<file path="src/mip_pkg.sv">
// ==========================================
// Portal constants
package mip_pkg;
  localparam int DATA_W = 16;
  localparam int DEV_W = 5;
  localparam int REG_W = 16;
  localparam int MMD_DEV_COUNT = 32;
  localparam int MMD_REG_COUNT = 65536;
  // ==========================================
  // Portal selection
  localparam logic PORTAL_SETUP = 1'h0;
  localparam logic PORTAL_DATA = 1'h1;
  // ==========================================
  // Setup portal layout
  localparam int SETUP_DEV_LSB = 0;
  localparam int SETUP_FUNC_LSB = 14;
  localparam logic [1:0] SETUP_FUNC_RST = 2'h0;
  localparam logic [4:0] SETUP_DEV_RST = 5'h00;
  typedef enum logic [1:0] {
    MIP_FUNC_ADDR,
    MIP_FUNC_DATA,
    MIP_FUNC_INC_RW,
    MIP_FUNC_INC_WR
  } mip_func_e;
  // ==========================================
  // Implemented MMD registers
  localparam logic [4:0] DEV_LED = 5'h02;
  localparam logic [4:0] DEV_PMA = 5'h03;
  localparam logic [4:0] DEV_AN = 5'h07;
  localparam logic [15:0] REG_LED_STYLE = 16'h0000;
  localparam logic [15:0] REG_WAKE_TIMER = 16'h000E;
  localparam logic [15:0] REG_EEE_ADVERT = 16'h003C;
  localparam int LED_MODE_BIT = 4;
  localparam logic [3:0] LED_FIXED_LOW = 4'h1;
  localparam logic LED_MODE_RST = 1'h0;
  localparam logic [15:0] WAKE_TIMER_RST = 16'h0025;
  localparam int EEE_1000_BIT = 2;
  localparam int EEE_100_BIT = 1;
  localparam logic EEE_1000_RST = 1'h1;
  localparam logic EEE_100_RST = 1'h1;
  localparam logic [15:0] REG_ADDR_RST = 16'h0000;
  localparam logic [15:0] RDATA_RST = 16'h0000;
endpackage

</file>
<file path="src/mip_mmd_portal.sv">
`timescale 1ns/1ps
// Operation
// - Setup and data portals reach 32 devices of 65536 16-bit registers.
// - Only LED style, WakeTx timer and EEE advert registers are implemented by map.
// - Setup with data function makes data portal hit selected register.
// - Data portal write in data function stores into selected register.
// - Data portal read in data function returns selected register.
// - LED bit 4 single-LED mode, reset 0; 15:5 zero, 3:0 0001b.
// - WakeTx timer device 3 register 0Eh, 16-bit RW, reset 0025h.
// - Advert bit 2 gigabit EEE, reset 1; 15:3 and 0 read zero.
// - Advert bit 1 100 Mbps EEE, reset 1, host writable.
module mip_mmd_portal (
  input wire logic clk_sys,
  input wire logic rst_b,
  input wire logic portalSel,
  input wire logic portalWr,
  input wire logic portalRd,
  input wire logic [15:0] portalWdata,
  output logic [15:0] portalRdata,
  output logic portalRvalid,
  output logic ledSingleMode,
  output logic [15:0] wakeTimer,
  output logic eee1000Adv,
  output logic eee100Adv
);
  // ==========================================
  // State
  typedef struct packed {
    mip_pkg::mip_func_e func;
    logic [4:0] dev;
    logic [15:0] regAddr;
    logic [15:0] rdata;
    logic rvalid;
  } mip_portal_s;

  mip_portal_s cur_ff;
  mip_portal_s nxt_cur;
  logic dataFunc;
  logic storeWr;
  logic [15:0] storeRdata;

  // ==========================================
  // Register store
  // Address wider than the map; unmapped entries read zero, drop writes
  mip_mmd_store u_store (
    .clk_sys(clk_sys),
    .rst_b(rst_b),
    .wrEn(storeWr),
    .devAddr(cur_ff.dev),
    .regAddr(cur_ff.regAddr),
    .wrData(portalWdata),
    .rdData(storeRdata),
    .ledSingleMode(ledSingleMode),
    .wakeTimer(wakeTimer),
    .eee1000Adv(eee1000Adv),
    .eee100Adv(eee100Adv)
  );

  // ==========================================
  // Portal logic
  always_comb begin
    dataFunc = (cur_ff.func != mip_pkg::MIP_FUNC_ADDR);
    // Simultaneous read and write: write wins, read still answered
    storeWr = portalWr && (portalSel == mip_pkg::PORTAL_DATA)
              && dataFunc;
    nxt_cur = cur_ff;
    nxt_cur.rvalid = 1'h0;
    if (portalRd) begin
      nxt_cur.rvalid = 1'h1;
      if (portalSel == mip_pkg::PORTAL_SETUP) begin
        nxt_cur.rdata = {cur_ff.func, 9'h000, cur_ff.dev};
      end else if (dataFunc) begin
        nxt_cur.rdata = storeRdata;
        if (cur_ff.func == mip_pkg::MIP_FUNC_INC_RW) begin
          nxt_cur.regAddr = cur_ff.regAddr + 16'h0001;
        end
      end else begin
        nxt_cur.rdata = cur_ff.regAddr;
      end
    end
    if (portalWr) begin
      if (portalSel == mip_pkg::PORTAL_SETUP) begin
        nxt_cur.func = mip_pkg::mip_func_e'(
          portalWdata[mip_pkg::SETUP_FUNC_LSB +: 2]);
        nxt_cur.dev = portalWdata[mip_pkg::SETUP_DEV_LSB +: 5];
      end else if (!dataFunc) begin
        nxt_cur.regAddr = portalWdata;
      end else if (cur_ff.func != mip_pkg::MIP_FUNC_DATA) begin
        // Post-increment lets a host stream consecutive registers
        nxt_cur.regAddr = cur_ff.regAddr + 16'h0001;
      end
    end
    if (!rst_b) begin
      nxt_cur.func = mip_pkg::MIP_FUNC_ADDR;
      nxt_cur.dev = mip_pkg::SETUP_DEV_RST;
      nxt_cur.regAddr = mip_pkg::REG_ADDR_RST;
      nxt_cur.rdata = mip_pkg::RDATA_RST;
      nxt_cur.rvalid = 1'h0;
    end
  end

  always_ff @(posedge clk_sys) begin
    cur_ff <= nxt_cur;
  end

  assign portalRdata = cur_ff.rdata;
  assign portalRvalid = cur_ff.rvalid;
endmodule

</file>
<file path="src/mip_mmd_store.sv">
`timescale 1ns/1ps
// ==========================================
// MMD register store
module mip_mmd_store (
  input wire logic clk_sys,
  input wire logic rst_b,
  input wire logic wrEn,
  input wire logic [4:0] devAddr,
  input wire logic [15:0] regAddr,
  input wire logic [15:0] wrData,
  output logic [15:0] rdData,
  output logic ledSingleMode,
  output logic [15:0] wakeTimer,
  output logic eee1000Adv,
  output logic eee100Adv
);
  typedef struct packed {
    logic ledMode;
    logic [15:0] wake;
    logic adv1000;
    logic adv100;
  } mip_store_s;

  mip_store_s cur_ff;
  mip_store_s nxt_cur;

  function automatic logic hit(input logic [4:0] d, input logic [15:0] r,
                               input logic [4:0] dd, input logic [15:0] rr);
    hit = (d == dd) && (r == rr);
  endfunction

  logic hitLed;
  logic hitWake;
  logic hitAdv;

  always_comb begin
    // Sparse decode; every other address reads zero
    hitLed = hit(devAddr, regAddr, mip_pkg::DEV_LED, mip_pkg::REG_LED_STYLE);
    hitWake = hit(devAddr, regAddr, mip_pkg::DEV_PMA,
                  mip_pkg::REG_WAKE_TIMER);
    hitAdv = hit(devAddr, regAddr, mip_pkg::DEV_AN, mip_pkg::REG_EEE_ADVERT);
    nxt_cur = cur_ff;
    if (wrEn && hitLed) begin
      nxt_cur.ledMode = wrData[mip_pkg::LED_MODE_BIT];
    end
    if (wrEn && hitWake) begin
      // Reserved codes are stored as written; no filtering
      nxt_cur.wake = wrData;
    end
    if (wrEn && hitAdv) begin
      nxt_cur.adv1000 = wrData[mip_pkg::EEE_1000_BIT];
      nxt_cur.adv100 = wrData[mip_pkg::EEE_100_BIT];
    end
    if (!rst_b) begin
      nxt_cur.ledMode = mip_pkg::LED_MODE_RST;
      nxt_cur.wake = mip_pkg::WAKE_TIMER_RST;
      nxt_cur.adv1000 = mip_pkg::EEE_1000_RST;
      nxt_cur.adv100 = mip_pkg::EEE_100_RST;
    end
  end

  always_comb begin
    rdData = 16'h0000;
    if (hitLed) begin
      rdData = {11'h000, cur_ff.ledMode, mip_pkg::LED_FIXED_LOW};
    end else if (hitWake) begin
      rdData = cur_ff.wake;
    end else if (hitAdv) begin
      rdData = {13'h0000, cur_ff.adv1000, cur_ff.adv100, 1'h0};
    end
  end

  always_ff @(posedge clk_sys) begin
    cur_ff <= nxt_cur;
  end

  assign ledSingleMode = cur_ff.ledMode;
  assign wakeTimer = cur_ff.wake;
  assign eee1000Adv = cur_ff.adv1000;
  assign eee100Adv = cur_ff.adv100;
endmodule

</file>
<file path="config.mk">
export PLATFORM = sky130hd
export DESIGN_NAME = mip_mmd_portal
export DESIGN_NICKNAME = d
export VERILOG_FILES = /design/src/mip_pkg.sv /design/src/mip_mmd_portal.sv /design/src/mip_mmd_store.sv
export SDC_FILE = /design/constraint.sdc
export NUM_CORES = 1
export LEC_CHECK = 0
export ABC_AREA = 0
export BUFFER_PORTS_ARGS = -buffer_cell sky130_fd_sc_hd__buf_2
export CAP_MARGIN = 20
export CORE_MARGIN = 5
export CORE_UTILIZATION = 45
export CTS_CLUSTER_SIZE = 24
export DETAILED_ROUTE_END_ITERATION = 7
export GPL_TIMING_DRIVEN = 1
export PLACE_DENSITY = 0.68
export RECOVER_POWER = 25
export SLEW_MARGIN = 20
export SYNTH_ARGS = -nofsm -noshare
export SYNTH_HDL_FRONTEND = slang
export SYNTH_HIERARCHICAL = 1
export SYNTH_SLANG_ARGS = --single-unit
</file>
<file path="constraint.sdc">
create_clock -name clk_sys -period 1.7 [get_ports clk_sys]
set_input_delay 0.17 -clock clk_sys [delete_from_list [all_inputs] [get_ports clk_sys]]
set_output_delay 0.17 -clock clk_sys [all_outputs]
set_load 0.005 [all_outputs]
</file>
; Word level (Yosys, flattened, before mapping)
; Cells that the tools add are included.
[totals]
in_bits = 21
register_bits = 59
mem_bits_rw = 0
mem_bits_ro = 0
latch_bits = 0
memories = 0
[op_classes]
n_mux = 13
reduce_logical = 11
bitwise_logic = 1
n_mul = 0
n_shift = 0
n_eq_ne = 7
n_div = 0
order_cmp = 0
add_sub_neg = 1
[op_table]
columns = cell, n
row1 = 2-to-1 mux 16 bit, 11
row2 = 2-to-1 mux 33 bit, 1
row3 = "adder 16 x 1 -> 16 bit, second input constant", 1
row4 = "equality test 16 x 4 -> 1 bit, second input constant", 1
row5 = "equality test 16 x 6 -> 1 bit, second input constant", 1
row6 = zero test 16 bit, 1
row7 = "equality test 5 x 2 -> 1 bit, second input constant", 2
row8 = logical AND 1 bit, 8
row9 = "equality test 5 x 3 -> 1 bit, second input constant", 1
row10 = 2-to-1 mux 3 bit, 1
row11 = "equality test 2 bit, second input constant", 1
row12 = "!= test 2 x 1 -> 1 bit, second input constant", 1
row13 = AND reduction 2 bit, 1
row14 = nonzero test 2 bit, 1
row15 = inverter 1 bit, 1

; Depth between registers and ports, before layout
; Gate-level depths: netlist (run 1).
[depth]
depth_word = 12
mapped_depth = 9

; Cells and area by module
; The synthesis (run 1) kept the hierarchy.
[modules_own_cells]
columns = mod, n_inst, cells_per_inst, area_per_inst_um2, seq_area_each_um2
row1 = mip_mmd_portal, 1, 348, 2757.6, 800.8
row2 = mip_mmd_store, 1, 129, 1081.0, 380.4

; Worst setup path after synthesis (run 1)
; Ideal clock, no wire load.
[synth_path]
kind = register to register
startpoint = register cur_ff[39] in the netlist's numbering
endpoint = register u_store.cur_ff, in the netlist u_store/wakeTimer[0]
path_buffers = 4
setup_slack_ns = -0.191
period_less_slack_ns = 1.891
stages_incl_launch_ff = 10
arrival_time_ns = 1.757
path_cell_list = dfxtp_1 > clkbuf_2 > nor2_2 > buf_2 > nor2_1 > and4_1 > clkbuf_2 > clkbuf_8 > nand3_1 > nand3_1
[synth_between]
elab_chain_len = 3
[synth_lines]
columns = item, line_no
row1 = start: declaration, mip_mmd_portal.sv:36  ; mip_portal_s cur_ff;
row2 = start signal: assignment, mip_mmd_portal.sv:103  ; cur_ff <= nxt_cur;
row3 = nonzero test 2 bit, mip_mmd_portal.sv:62  ; dataFunc = (cur_ff.func != mip_pkg::MIP_FUNC_ADDR);
row4 = logical AND 1 bit, mip_mmd_portal.sv:65  ; && dataFunc;
row5 = named net storeWr, mip_mmd_portal.sv:39  ; logic storeWr;
row6 = logical AND 1 bit, mip_mmd_store.sv:46  ; if (wrEn && hitWake) begin
row7 = end signal: assignment, mip_mmd_store.sv:74  ; cur_ff <= nxt_cur;
row8 = end: declaration, mip_mmd_store.sv:24  ; mip_store_s cur_ff;
; The timed path passes the listed nets, and every way through them passes these cells.
; A chain may end at the register's enable or synchronous reset.

; Final worst setup path (run 1)
[layout_path]
startpoint = register cur_ff[17] in the netlist's numbering
endpoint = register cur_ff[28] in the netlist's numbering
[layout_between]
elab_chain_len = 9
[layout_lines]
columns = item, line_no
row1 = adder 16 x 1 -> 16 bit (*), "mip_mmd_portal.sv:75, mip_mmd_portal.sv:90"
row2 = 2-to-1 mux 16 bit, mip_mmd_portal.sv:74  ; if (cur_ff.func == mip_pkg::MIP_FUNC_INC_RW) begin
row3 = 2-to-1 mux 16 bit, mip_mmd_portal.sv:72  ; end else if (dataFunc) begin
row4 = 2-to-1 mux 16 bit, mip_mmd_portal.sv:70  ; if (portalSel == mip_pkg::PORTAL_SETUP) begin
row5 = 2-to-1 mux 33 bit, mip_mmd_portal.sv:68  ; if (portalRd) begin
row6 = 2-to-1 mux 16 bit, mip_mmd_portal.sv:88  ; end else if (cur_ff.func != mip_pkg::MIP_FUNC_DATA) begin
row7 = 2-to-1 mux 16 bit, mip_mmd_portal.sv:86  ; end else if (!dataFunc) begin
row8 = 2-to-1 mux 16 bit, mip_mmd_portal.sv:82  ; if (portalSel == mip_pkg::PORTAL_SETUP) begin
row9 = 2-to-1 mux 16 bit (*), mip_mmd_portal.sv:81  ; if (portalWr) begin
; Every way passes the cells marked *; elsewhere a longest branch is shown, timed or not.

==> impl_metrics.yaml, run 1 <==
setup_path:
  worstPathMaxFanout: 5
  crit_chain: "buf_4, buf_6, nand3_4, buf_6, nor4_4, or4b_4, a31oi_1"
  crit_family: "simple AND/OR/NAND/NOR gates"
  cp_slowest_cell: "or4b_4"
  cp-end-kind: "flop"
  crit_top_cell: "buf_6"
  cp.required_ns: 1.97
  arrival_ns: 2.09
  setup.worst_path.start_class: "flop"
  crit_type: "flop to flop"
  slowest_delay_ns: 0.49
  path_buf_inv: 3
cts:
  cts.sinks: 59
  cts_inserted_buffers: 9
  clkTransAtPathRegs_ns: 0.07
  insertion_delay_ns: 0.35
  cts.htree.levels: 3
  cts.path.max_buffers: 2
  root_buffer: "clkbuf_8"
  cts_tree: "yes"
placement:
  gp_congestion: 0.977
  port_buffers: 56
  hpwl_mm: 9.08
global_routing:
  grt-ovfl-total: 0
  antenna_found_initial: 0
  first_global_vias: 3918
  grt_max_degree: 42
  grtUsageTotal_pct: 24.2
  grt_pass1_wl_mm: 19.6
yosys:
  syn-num-nets: 499
  synth_area_leaders: "dfxtp_1 (31%), a21oi_1 (5.6%), mux2i_1 (5.5%), o21ai_0 (5.0%), nand2_1 (4.0%)"
  yosysWarnings: 6
  synth_edf_count: 0
  synth_cells: 477
  yosysTopAreaCellShare_pct: 30.8
  synth-seq-cells: 59
  ys_types: 65
  ys_seq_area_share_pct: 30.8
  synth_flop_cell: "dfxtp_1"
  ys_async_sr_fraction_pct: 0
  yosys.area.top_type: "dfxtp_1"
  syn_area_mm2: 0.00384
  syn_avg_cell_area_um2: 8.05
flow_run:
  cap_violations: 0
sta:
  timing.fmax_ghz: 0.549
  worst_pin_slew_ns: 0.559
  drv_slew: 0
  fin_skew_ns: 0.0110
  hold_viol_final: 0
  rsz0062_at_grt: "yes"
  relSlewSlack_pct: 62.5
  fin_crit_ns: 1.82
  setup_viol: 17
  fin_ws_ns: -0.122
  post-route-period-util_pct: 107
drt:
  drc: 0
  ant_nets: 0
  wire_per_inst_um: 18.4
  vias: 4093
  drt_iter0_drc: 281
  viasPerCell: 5.91
  totalWireLength_mm: 12.7
  drtPass1Iterations: 5
floorplanning:
  fp.dieH_um: 102
  die_w_um: 102
  design.core.area_mm2: 0.00826
  io_pins: 57
  core.rowCount: 33
  initial_core_util_pct: 46.5
  die_area_mm2: 0.0105
cells_and_area:
  fin_util_pct: 61.8
  syn2layout_area_growth_pct: 32.9
  layout_common_cells: "buf_4 (80), buf_2 (54), dfxtp_1 (42)"
  final_common_cell: "buf_4"
  final_nets: 604
  diodes: 0
  drive_above_1_share_pct: 39.5
power:
  powerDensity_mw_per_mm2: 678
  p_total_mw: 3.46
  leakage_nw: 2.13
  max-vdd-ir-drop_v: 0.000436
run_status:
  violations: "negative setup slack"
  status: "complete, but fails checks"
worst_hold_path:
  hp-class: "input pin to flop"
## state kept, by name (all words and copies together), names as in the netlist
register	cells
cur_ff	23
portalRdata	16
u_store/wakeTimer	16
portalRvalid	1
u_store/eee1000Adv	1
u_store/eee100Adv	1
u_store/ledSingleMode	1
## per-layer routing
layer	global-route usage [%]	vias to the layer above	part of all wire (%)
li1	-	1912	-
met1	31.1	1983	41
met2	40.6	176	49
met3	5.94	22	8.3
met4	6.05	0	1.9
met5	0	-	0
## Yosys cell counts, drive strengths merged (4+ instances only)
| cell type | number |
|---|---|
| a21oi | 43 |
| nor4 | 7 |
| o21ai | 38 |
| xnor2 | 8 |
| and2 | 19 |
| a31oi | 7 |
| nand3 | 30 |
| and3 | 4 |
| nand4 | 11 |
| inv | 10 |
| nor3 | 8 |
| buf | 30 |
| nor2 | 37 |
| and4 | 4 |
| mux2 | 7 |
| clkbuf | 23 |
| o22ai | 7 |
| xor2 | 8 |
| dfxtp | 59 |
| nand2 | 41 |
| mux2i | 21 |
| a21boi | 15 |
## worst register-to-register path, delay by kind of cell (launching register included)
family	cells	cell delay [ns]
compound gates	1	0.17
flops	1	0.36
simple gates	3	0.86
buf+inv	3	0.36
## layout make-up
| cell class | instances | area, um2 |
|---|---|---|
| clock inverter | 7 | 76.3 |
| inverter | 11 | 41.3 |
| clock buffer | 9 | 124 |
| tap | 105 | 131 |
| timing repair buffer | 147 | 1040 |
| multi-input combinational | 354 | 2470 |
| sequential | 59 | 1220 |
| fill | 710 | 3160 |
## where the power goes
group          internal (mW)  leakage, nW  switching [mW]  total (mW)
combinational          0.293         1.55           0.353       0.647
clock                  0.686       0.0962           0.649        1.33
sequential              1.42        0.489          0.0535        1.48
total                   2.40         2.13            1.06        3.46
## per-stage QoR
| stage | setup TNS (ns) | instances | worst slack, ns | cell area [um2] | hold slack (ns) |
|---|---|---|---|---|---|
| after global placement | -0.950 | 663 | -0.105 | 4530 | 0.438 |
| final | -1.15 | 692 | -0.122 | 5100 | 0.0875 |
| after detailed placement | -2.52 | 663 | -0.178 | 4530 | 0.440 |
| after floorplan | -0.0464 | 477 | -0.0221 | 3900 | 0.298 |
| after global routing | -4.14 | 692 | -0.229 | 5100 | 0.0696 |
| after CTS | -0.463 | 683 | -0.0870 | 4840 | 0.0728 |
## kinds of logic after synthesis
family | after synthesis | share of synthesized area [%]
muxes | 28 | 7.53
AOI/OAI and AO/OA | 133 | 20.8
adders and majority gates | 1 | 0.326
xor gates and xnor gates | 16 | 3.65
DFF | 59 | 30.8
and+or+nand+nor | 176 | 25.9
buffers and inverters | 64 | 11.0
## path summary, 6_finish.rpt
path	start	to	slack (ns)	cells after the start
worst min register to register	u_store/wakeTimer[8]	u_store/wakeTimer[8]	0.49	2
worst max register to register	cur_ff[17]	cur_ff[28]	-0.12	7
worst max-delay path	cur_ff[17]	cur_ff[28]	-0.12	7
worst min-delay path	portalWdata[8]	u_store/wakeTimer[8]	0.09	3
## what timing repair did
| action | in CTS | in global routing |
|---|---|---|
| setup buffers | 5 | 8 |
| hold buffers | 0 | 0 |
| gates cloned | 0 | 1 |
| pin swaps | 14 | 41 |
| setup endpoints to repair | 40 | 44 |
| gates resized for setup | 36 | 44 |
No activity file was read; power rests on OpenSTA's default activity.
==> run 2: changes to the inputs <==
--- a/config.mk
+++ b/config.mk
@@ -7,16 +7,14 @@
 export LEC_CHECK = 0
 export ABC_AREA = 0
 export BUFFER_PORTS_ARGS = -buffer_cell sky130_fd_sc_hd__buf_2
-export CAP_MARGIN = 20
 export CORE_MARGIN = 5
 export CORE_UTILIZATION = 45
 export CTS_CLUSTER_SIZE = 24
 export DETAILED_ROUTE_END_ITERATION = 7
 export GPL_TIMING_DRIVEN = 1
-export PLACE_DENSITY = 0.68
+export PLACE_DENSITY = 0.69
 export RECOVER_POWER = 25
 export SLEW_MARGIN = 20
 export SYNTH_ARGS = -nofsm -noshare
 export SYNTH_HDL_FRONTEND = slang
-export SYNTH_HIERARCHICAL = 1
 export SYNTH_SLANG_ARGS = --single-unit
==> run 2 against run 1 <==
The run still ends with negative setup slack left. First-iteration DRC count rose by 13%. Sequential power barely moved. Global-route usage fell by 0.14 points. Routed wire length rose by 2.7%. Die area fell by 8.7%. Final area fell by 1.4%. Critical path depth did not move. Core utilization rose by 4.3 points. Area after synthesis fell by 9.6%. Sequential share of layout area rose by 0.40 points. Critical endpoint is now portalRdata[15].
==> impl_metrics.yaml, run 2 <==
cts:
  cts.htree.levels: 3
  cts_tree: "yes"
  insertion_delay_ns: 0.34
  root_buffer: "clkbuf_8"
  cts.path.max_buffers: 2
  clkTransAtPathRegs_ns: 0.07
  cts.sinks: 59
  cts_inserted_buffers: 9
setup_path:
  setup.worst_path.start_class: "flop"
  arrival_ns: 2.59
  crit_chain: "or4_1, or4b_4, nor4_4, buf_4, buf_12, a221oi_1, a211oi_1"
  cp.required_ns: 1.95
  slowest_delay_ns: 0.56
  startpoint: "cur_ff[36]"
  path_buf_inv: 2
  worstReg2RegStart: "cur_ff[36]"
  worstPathMaxFanout: 7
  cp_slowest_cell: "or4b_4"
  crit_family: "simple AND/OR/NAND/NOR gates"
  cp-end-kind: "flop"
  crit_type: "flop to flop"
sta:
  hold_viol_final: 0
  post-route-period-util_pct: 138
  relSlewSlack_pct: 63.9
  timing.fmax_ghz: 0.427
  fin_ws_ns: -0.641
  hold_ws_ns: 0.0887
  fin_skew_ns: 0.00737
  drv_slew: 0
  setup_viol: 37
  rsz0062_at_grt: "yes"
  setup_tns_ns: -13.83
  worst_pin_slew_ns: 0.542
  fin_crit_ns: 2.34
yosys:
  ys_seq_area_share_pct: 34.0
  synth_cells: 448
  syn_area_mm2: 0.00347
  synth-seq-cells: 59
  synth.most_common_cell: "nand2_1"
  ys_async_sr_fraction_pct: 0
  synth_flop_cell: "dfxtp_1"
  synth_edf_count: 0
  synthTopCellsByCount: "nand2_1 (64), dfxtp_1 (59), nand3_1 (35), o21ai_0 (33), clkbuf_1 (27)"
  syn_avg_cell_area_um2: 7.74
  yosys.area.top_type: "dfxtp_1"
  synth_area_leaders: "dfxtp_1 (34%), nand2_1 (6.9%), nand3_1 (5.0%), o21ai_0 (4.8%), mux2i_1 (4.6%)"
  ys_types: 60
  yosysTopAreaCellShare_pct: 34.0
  syn-num-nets: 472
  yosysWarnings: 0
global_routing:
  grt_pass1_wl_mm: 18.5
  grt-ovfl-total: 0
  first_global_vias: 3556
  grt_max_degree: 33
  antenna_found_initial: 0
  grtUsageTotal_pct: 24.0
cells_and_area:
  fillers: 594
  fin_cells: 660
  top_register: "cur_ff"
  diodes: 0
  drive_above_1_share_pct: 43.7
  largest_register_ffs: 23
  layout_common_cells: "buf_4 (77), nand2_1 (62), buf_2 (57)"
  final_nets: 578
  final_common_cell: "buf_4"
  syn2layout_area_growth_pct: 44.9
drt:
  drtPass1Iterations: 5
  drt_iter0_drc: 318
  ant_nets: 0
  wire_per_inst_um: 19.8
  viasPerCell: 6.03
  drc: 0
  vias: 3979
  totalWireLength_mm: 13.1
floorplanning:
  design.core.area_mm2: 0.00761
  initial_core_util_pct: 45.6
  core.rowCount: 32
  die_w_um: 97.8
  fp.dieH_um: 97.8
  io_pins: 57
  die_area_mm2: 0.00957
placement:
  port_buffers: 56
  gp_congestion: 0.983
  placedCellCount: 617
  hpwl_mm: 8.17
power:
  max-vdd-ir-drop_v: 0.000383
  p_total_mw: 3.30
  powerDensity_mw_per_mm2: 656
  leakage_nw: 2.10
run_status:
  violations: "negative setup slack"
  status: "complete, but fails checks"
worst_hold_path:
  hp-class: "input pin to flop"
  worstHoldStart: "portalWdata[7]"
flow_run:
  cap_violations: 0
-- run 2: cell count changes after synthesis, moves of 6 or more --
| cell | change |
|---|---|
| a21boi_0 | -6 |
| a21boi_1 | -7 |
| a21oi_1 | -25 |
| a22oi_1 | +7 |
| and2_1 | -15 |
| clkbuf_1 | +13 |
| nand2_1 | +23 |
| nand3_1 | +6 |
| nor2_1 | -15 |
| nor2b_1 | +7 |
-- run 2: path summary, 6_finish.rpt --
kind / end / slack, ns / cells past startpoint
worst min register to register: portalRdata[12] / 0.45 / 2
worst min-delay path: u_store.wakeTimer[7] / 0.09 / 3
worst max register to register: portalRdata[15] / -0.64 / 7
worst max-delay path: portalRdata[15] / -0.64 / 7
-- run 2: final cells by class --
class | instances | area [um2] | area share (%)
multi-input cells | 320 | 2310 | 45.9
repair buffers | 150 | 1140 | 22.7
clock buffers | 13 | 169 | 3.36
well taps | 102 | 128 | 2.54
clock inverters | 2 | 10.0 | 0.199
flip-flops and latches | 59 | 1220 | 24.3
inverters | 14 | 53.8 | 1.07
-- run 2: where the power goes --
group | internal [mW] | switching, mW
sequential | 1.42 | 0.0508
combinational | 0.287 | 0.357
clock | 0.636 | 0.545
total | 2.35 | 0.953
-- run 2: worst reg2reg max path, stage by stage, from the launching register on --
cell,delay [ns]
dfxtp_2,0.32
or4_1,0.51
or4b_4,0.56
nor4_4,0.30
buf_4,0.18
buf_12,0.12
a221oi_1,0.07
a211oi_1,0.19
-- run 2: kinds of logic (layout without fill, tap and decap cells) --
family                   count (synthesis)  after routing  share of synthesized area (%)
multiplexers                            20             20                           5.91
flip-flops                              59             59                           34.0
adder cells (fa/ha/maj)                  3              3                           1.08
XOR/XNOR                                 8              8                           2.02
AND/OR/NAND/NOR                        180            180                           26.5
buffers and inverters                   69            179                           10.2
AO/OA/AOI/OAI                          109            109                           20.2
-- run 2: layer usage --
layer  vias up  track usage, %  wire length [um]
met5         -               0                 0
met4         0            8.95               495
met3        50            5.71              1260
met2       238            38.0              6250
met1      1891            31.9              5070
li1       1800               -                 -
-- run 2: through the flow --
| stage | instance area (um2) | util (%) | worst slack, ns |
|---|---|---|---|
| 2_1_floorplan | 3530 | - | -0.604 |
| 6_report | 5030 | 66.1 | -0.641 |
| 3_5_place_dp | 4170 | 54.9 | -0.570 |
| 3_3_place_gp | 4170 | 54.9 | -0.528 |
| 4_1_cts | 4600 | 60.4 | -0.581 |
| 5_1_grt | 5030 | 66.1 | -0.677 |
-- run 2: timing repair --
item                       in CTS  in global routing
buffers inserted                9                 16
pin swaps                      14                 30
gates cloned                    2                  2
gates resized for setup        39                 74
setup endpoints to repair      40                 45
hold buffers                    0                  0
==> run 3: changes to the inputs <==
--- a/config.mk
+++ b/config.mk
@@ -8,12 +8,13 @@
 export ABC_AREA = 0
 export BUFFER_PORTS_ARGS = -buffer_cell sky130_fd_sc_hd__buf_2
 export CORE_MARGIN = 5
-export CORE_UTILIZATION = 45
+export CORE_UTILIZATION = 51
 export CTS_CLUSTER_SIZE = 24
 export DETAILED_ROUTE_END_ITERATION = 7
 export GPL_TIMING_DRIVEN = 1
-export PLACE_DENSITY = 0.69
+export PLACE_DENSITY = 0.76
 export RECOVER_POWER = 25
+export SETUP_SLACK_MARGIN = 0.5
 export SLEW_MARGIN = 20
 export SYNTH_ARGS = -nofsm -noshare
 export SYNTH_HDL_FRONTEND = slang
==> constraint.sdc (replaced) <==
create_clock -name clk_sys -period 1.7 [get_ports clk_sys]
set_input_delay 0.085 -clock clk_sys [delete_from_list [all_inputs] [get_ports clk_sys]]
set_output_delay 0.085 -clock clk_sys [all_outputs]
set_load 0.005 [all_outputs]
==> run 3 against run 2 <==
The flow still finishes with violations (negative setup slack). Critical path depth unchanged. Flip-flop and latch count did not move. Sequential power about the same. Setup slack improved by 0.13 ns. Core utilization grew 10 points. Final area increased by 2.2%.
==> impl_metrics.yaml, run 3 (same netlist as run 2, synthesis figures left out) <==
global_routing:
  grtUsageTotal_pct: 30.0
  grt_pass1_wl_mm: 20.2
  first_global_vias: 3983
  grt-ovfl-total: 0
  grt_max_degree: 27
  antenna_found_initial: 0
drt:
  wire_per_inst_um: 23.3
  drc: 0
  drtPass1Iterations: 6
  vias: 4291
  drt_iter0_drc: 664
  totalWireLength_mm: 15.0
  viasPerCell: 6.66
  ant_nets: 0
setup_path:
  rrSetupSlack_ns: -0.51
  path_depth: 7
  crit_family: "simple AND/OR/NAND/NOR gates"
  reg2reg_to: "portalRdata[15]"
  setup.worst_path.start_class: "flop"
  crit_end: "portalRdata[15]"
  cp-end-kind: "flop"
  cp.required_ns: 1.97
  arrival_ns: 2.48
  crit_type: "flop to flop"
  rr_worst_depth: 7
  startpoint: "cur_ff[27]"
  slowest_delay_ns: 0.51
  cp_slowest_cell: "or4_4"
  worstReg2RegStart: "cur_ff[27]"
  crit_chain: "or4_4, or4b_4, nor4_4, buf_4, buf_6, a221oi_2, a211oi_1"
  worstPathMaxFanout: 6
  path_buf_inv: 2
flow_run:
  cap_violations: 0
power:
  leakage_nw: 2.21
  powerDensity_mw_per_mm2: 712
  p_total_mw: 3.66
  max-vdd-ir-drop_v: 0.000636
cts:
  cts_inserted_buffers: 9
  clkTransAtPathRegs_ns: 0.07
  cts.path.max_buffers: 2
  cts.sinks: 59
  root_buffer: "clkbuf_8"
  cts.htree.levels: 3
  insertion_delay_ns: 0.35
  cts_tree: "yes"
sta:
  setup_tns_ns: -12.99
  fin_skew_ns: 0.00684
  post-route-period-util_pct: 130
  rsz0062_at_grt: "yes"
  hold_viol_final: 0
  relSlewSlack_pct: 57.0
  timing.fmax_ghz: 0.452
  fin_crit_ns: 2.21
  drv_slew: 0
  worst_pin_slew_ns: 0.645
  setup_viol: 44
  fin_ws_ns: -0.510
cells_and_area:
  syn2layout_area_growth_pct: 48.1
  diodes: 0
  fillers: 427
  final_common_cell: "buf_4"
  largest_register_ffs: 23
  top_register: "cur_ff"
  final_nets: 583
  drive_above_1_share_pct: 43.8
  fin_util_pct: 76.5
  layout_common_cells: "buf_4 (66), nand2_1 (54), buf_2 (53)"
  fin_cells: 644
floorplanning:
  die_area_mm2: 0.00855
  die_w_um: 92.5
  fp.dieH_um: 92.5
  io_pins: 57
  initial_core_util_pct: 51.6
  core.rowCount: 30
  design.core.area_mm2: 0.00672
run_status:
  status: "complete, but fails checks"
  violations: "negative setup slack"
placement:
  hpwl_mm: 8.55
  pre_cts_ws_ns: -0.536
  placedCellCount: 593
  port_buffers: 56
  gp_congestion: 0.961
worst_hold_path:
  hp-class: "input pin to flop"
run 3: cell types whose count changed in the layout (fill, tap and decap cells not counted), moves of 5 or more:
cell           delta
a22oi_1           +6
a22oi_2           -6
buf_4            -11
buf_6            +12
dlygate4sd3_1     +7
nand2_1           -8
nand2_2           +6
nand3_1           +7
nand3_2           -5
o21ai_0          +12
o21ai_1          -12
run 3: layout make-up:
| type | instances | area [um2] | area share (%) |
|---|---|---|---|
| Clock buffer | 9 | 124 | 2.41 |
| Clock inverter | 7 | 100 | 1.95 |
| Inverter | 14 | 53.8 | 1.05 |
| Multi-Input combinational cell | 320 | 2360 | 46.0 |
| Sequential cell | 59 | 1210 | 23.6 |
| Tap cell | 80 | 100 | 1.95 |
| Timing Repair Buffer | 155 | 1180 | 23.1 |
run 3: layer usage:
metal | wire (um) | up-vias | GRT usage [%]
met5 | 0 | - | 0
met4 | 971 | 0 | 17.1
met3 | 1660 | 113 | 8.04
met2 | 7080 | 378 | 50.4
met1 | 5310 | 1995 | 34.2
li1 | - | 1805 | -
run 3: worst min path at each step:
stage,startpoint,to,cells after the start
final,portalWdata[13],u_store.wakeTimer[13],3
after global routing,portalWdata[13],u_store.wakeTimer[13],3
after CTS,portalWdata[12],u_store.wakeTimer[12],3
after detailed placement,portalWdata[9],u_store.wakeTimer[9],3
after global placement,portalWdata[10],u_store.wakeTimer[10],3
after floorplan,portalWdata[2],u_store.eee1000Adv,2
run 3: where the power goes:
part | internal (mW) | switching [mW]
Combinational | 0.292 | 0.383
Clock | 0.835 | 0.671
Sequential | 1.42 | 0.0542
Total | 2.55 | 1.11
run 3: per-stage QoR:
step	hold WS, ns	area, um2
final	0.0243	5140
after global routing	0.0316	5140
after CTS	0.00414	4830
after global placement	0.320	4230
after floorplan	0.210	3750
after detailed placement	0.328	4230
run 3: worst min-delay path: cells and delay by family:
kind / cells / cell delay, ns
buffers and inverters: 1 / 0.12
AND/OR/NAND/NOR: 1 / 0.06
AO/OA/AOI/OAI: 1 / 0.07
run 3: repair_timing:
| action | CTS | global route |
|---|---|---|
| setup buffers | 12 | 12 |
| pin swaps | 24 | 20 |
| hold endpoints to repair | 7 | 0 |
| gates resized for setup | 58 | 41 |
| setup endpoints to repair | 51 | 51 |
| hold buffers | 7 | 0 |
| gates cloned | 1 | 3 |
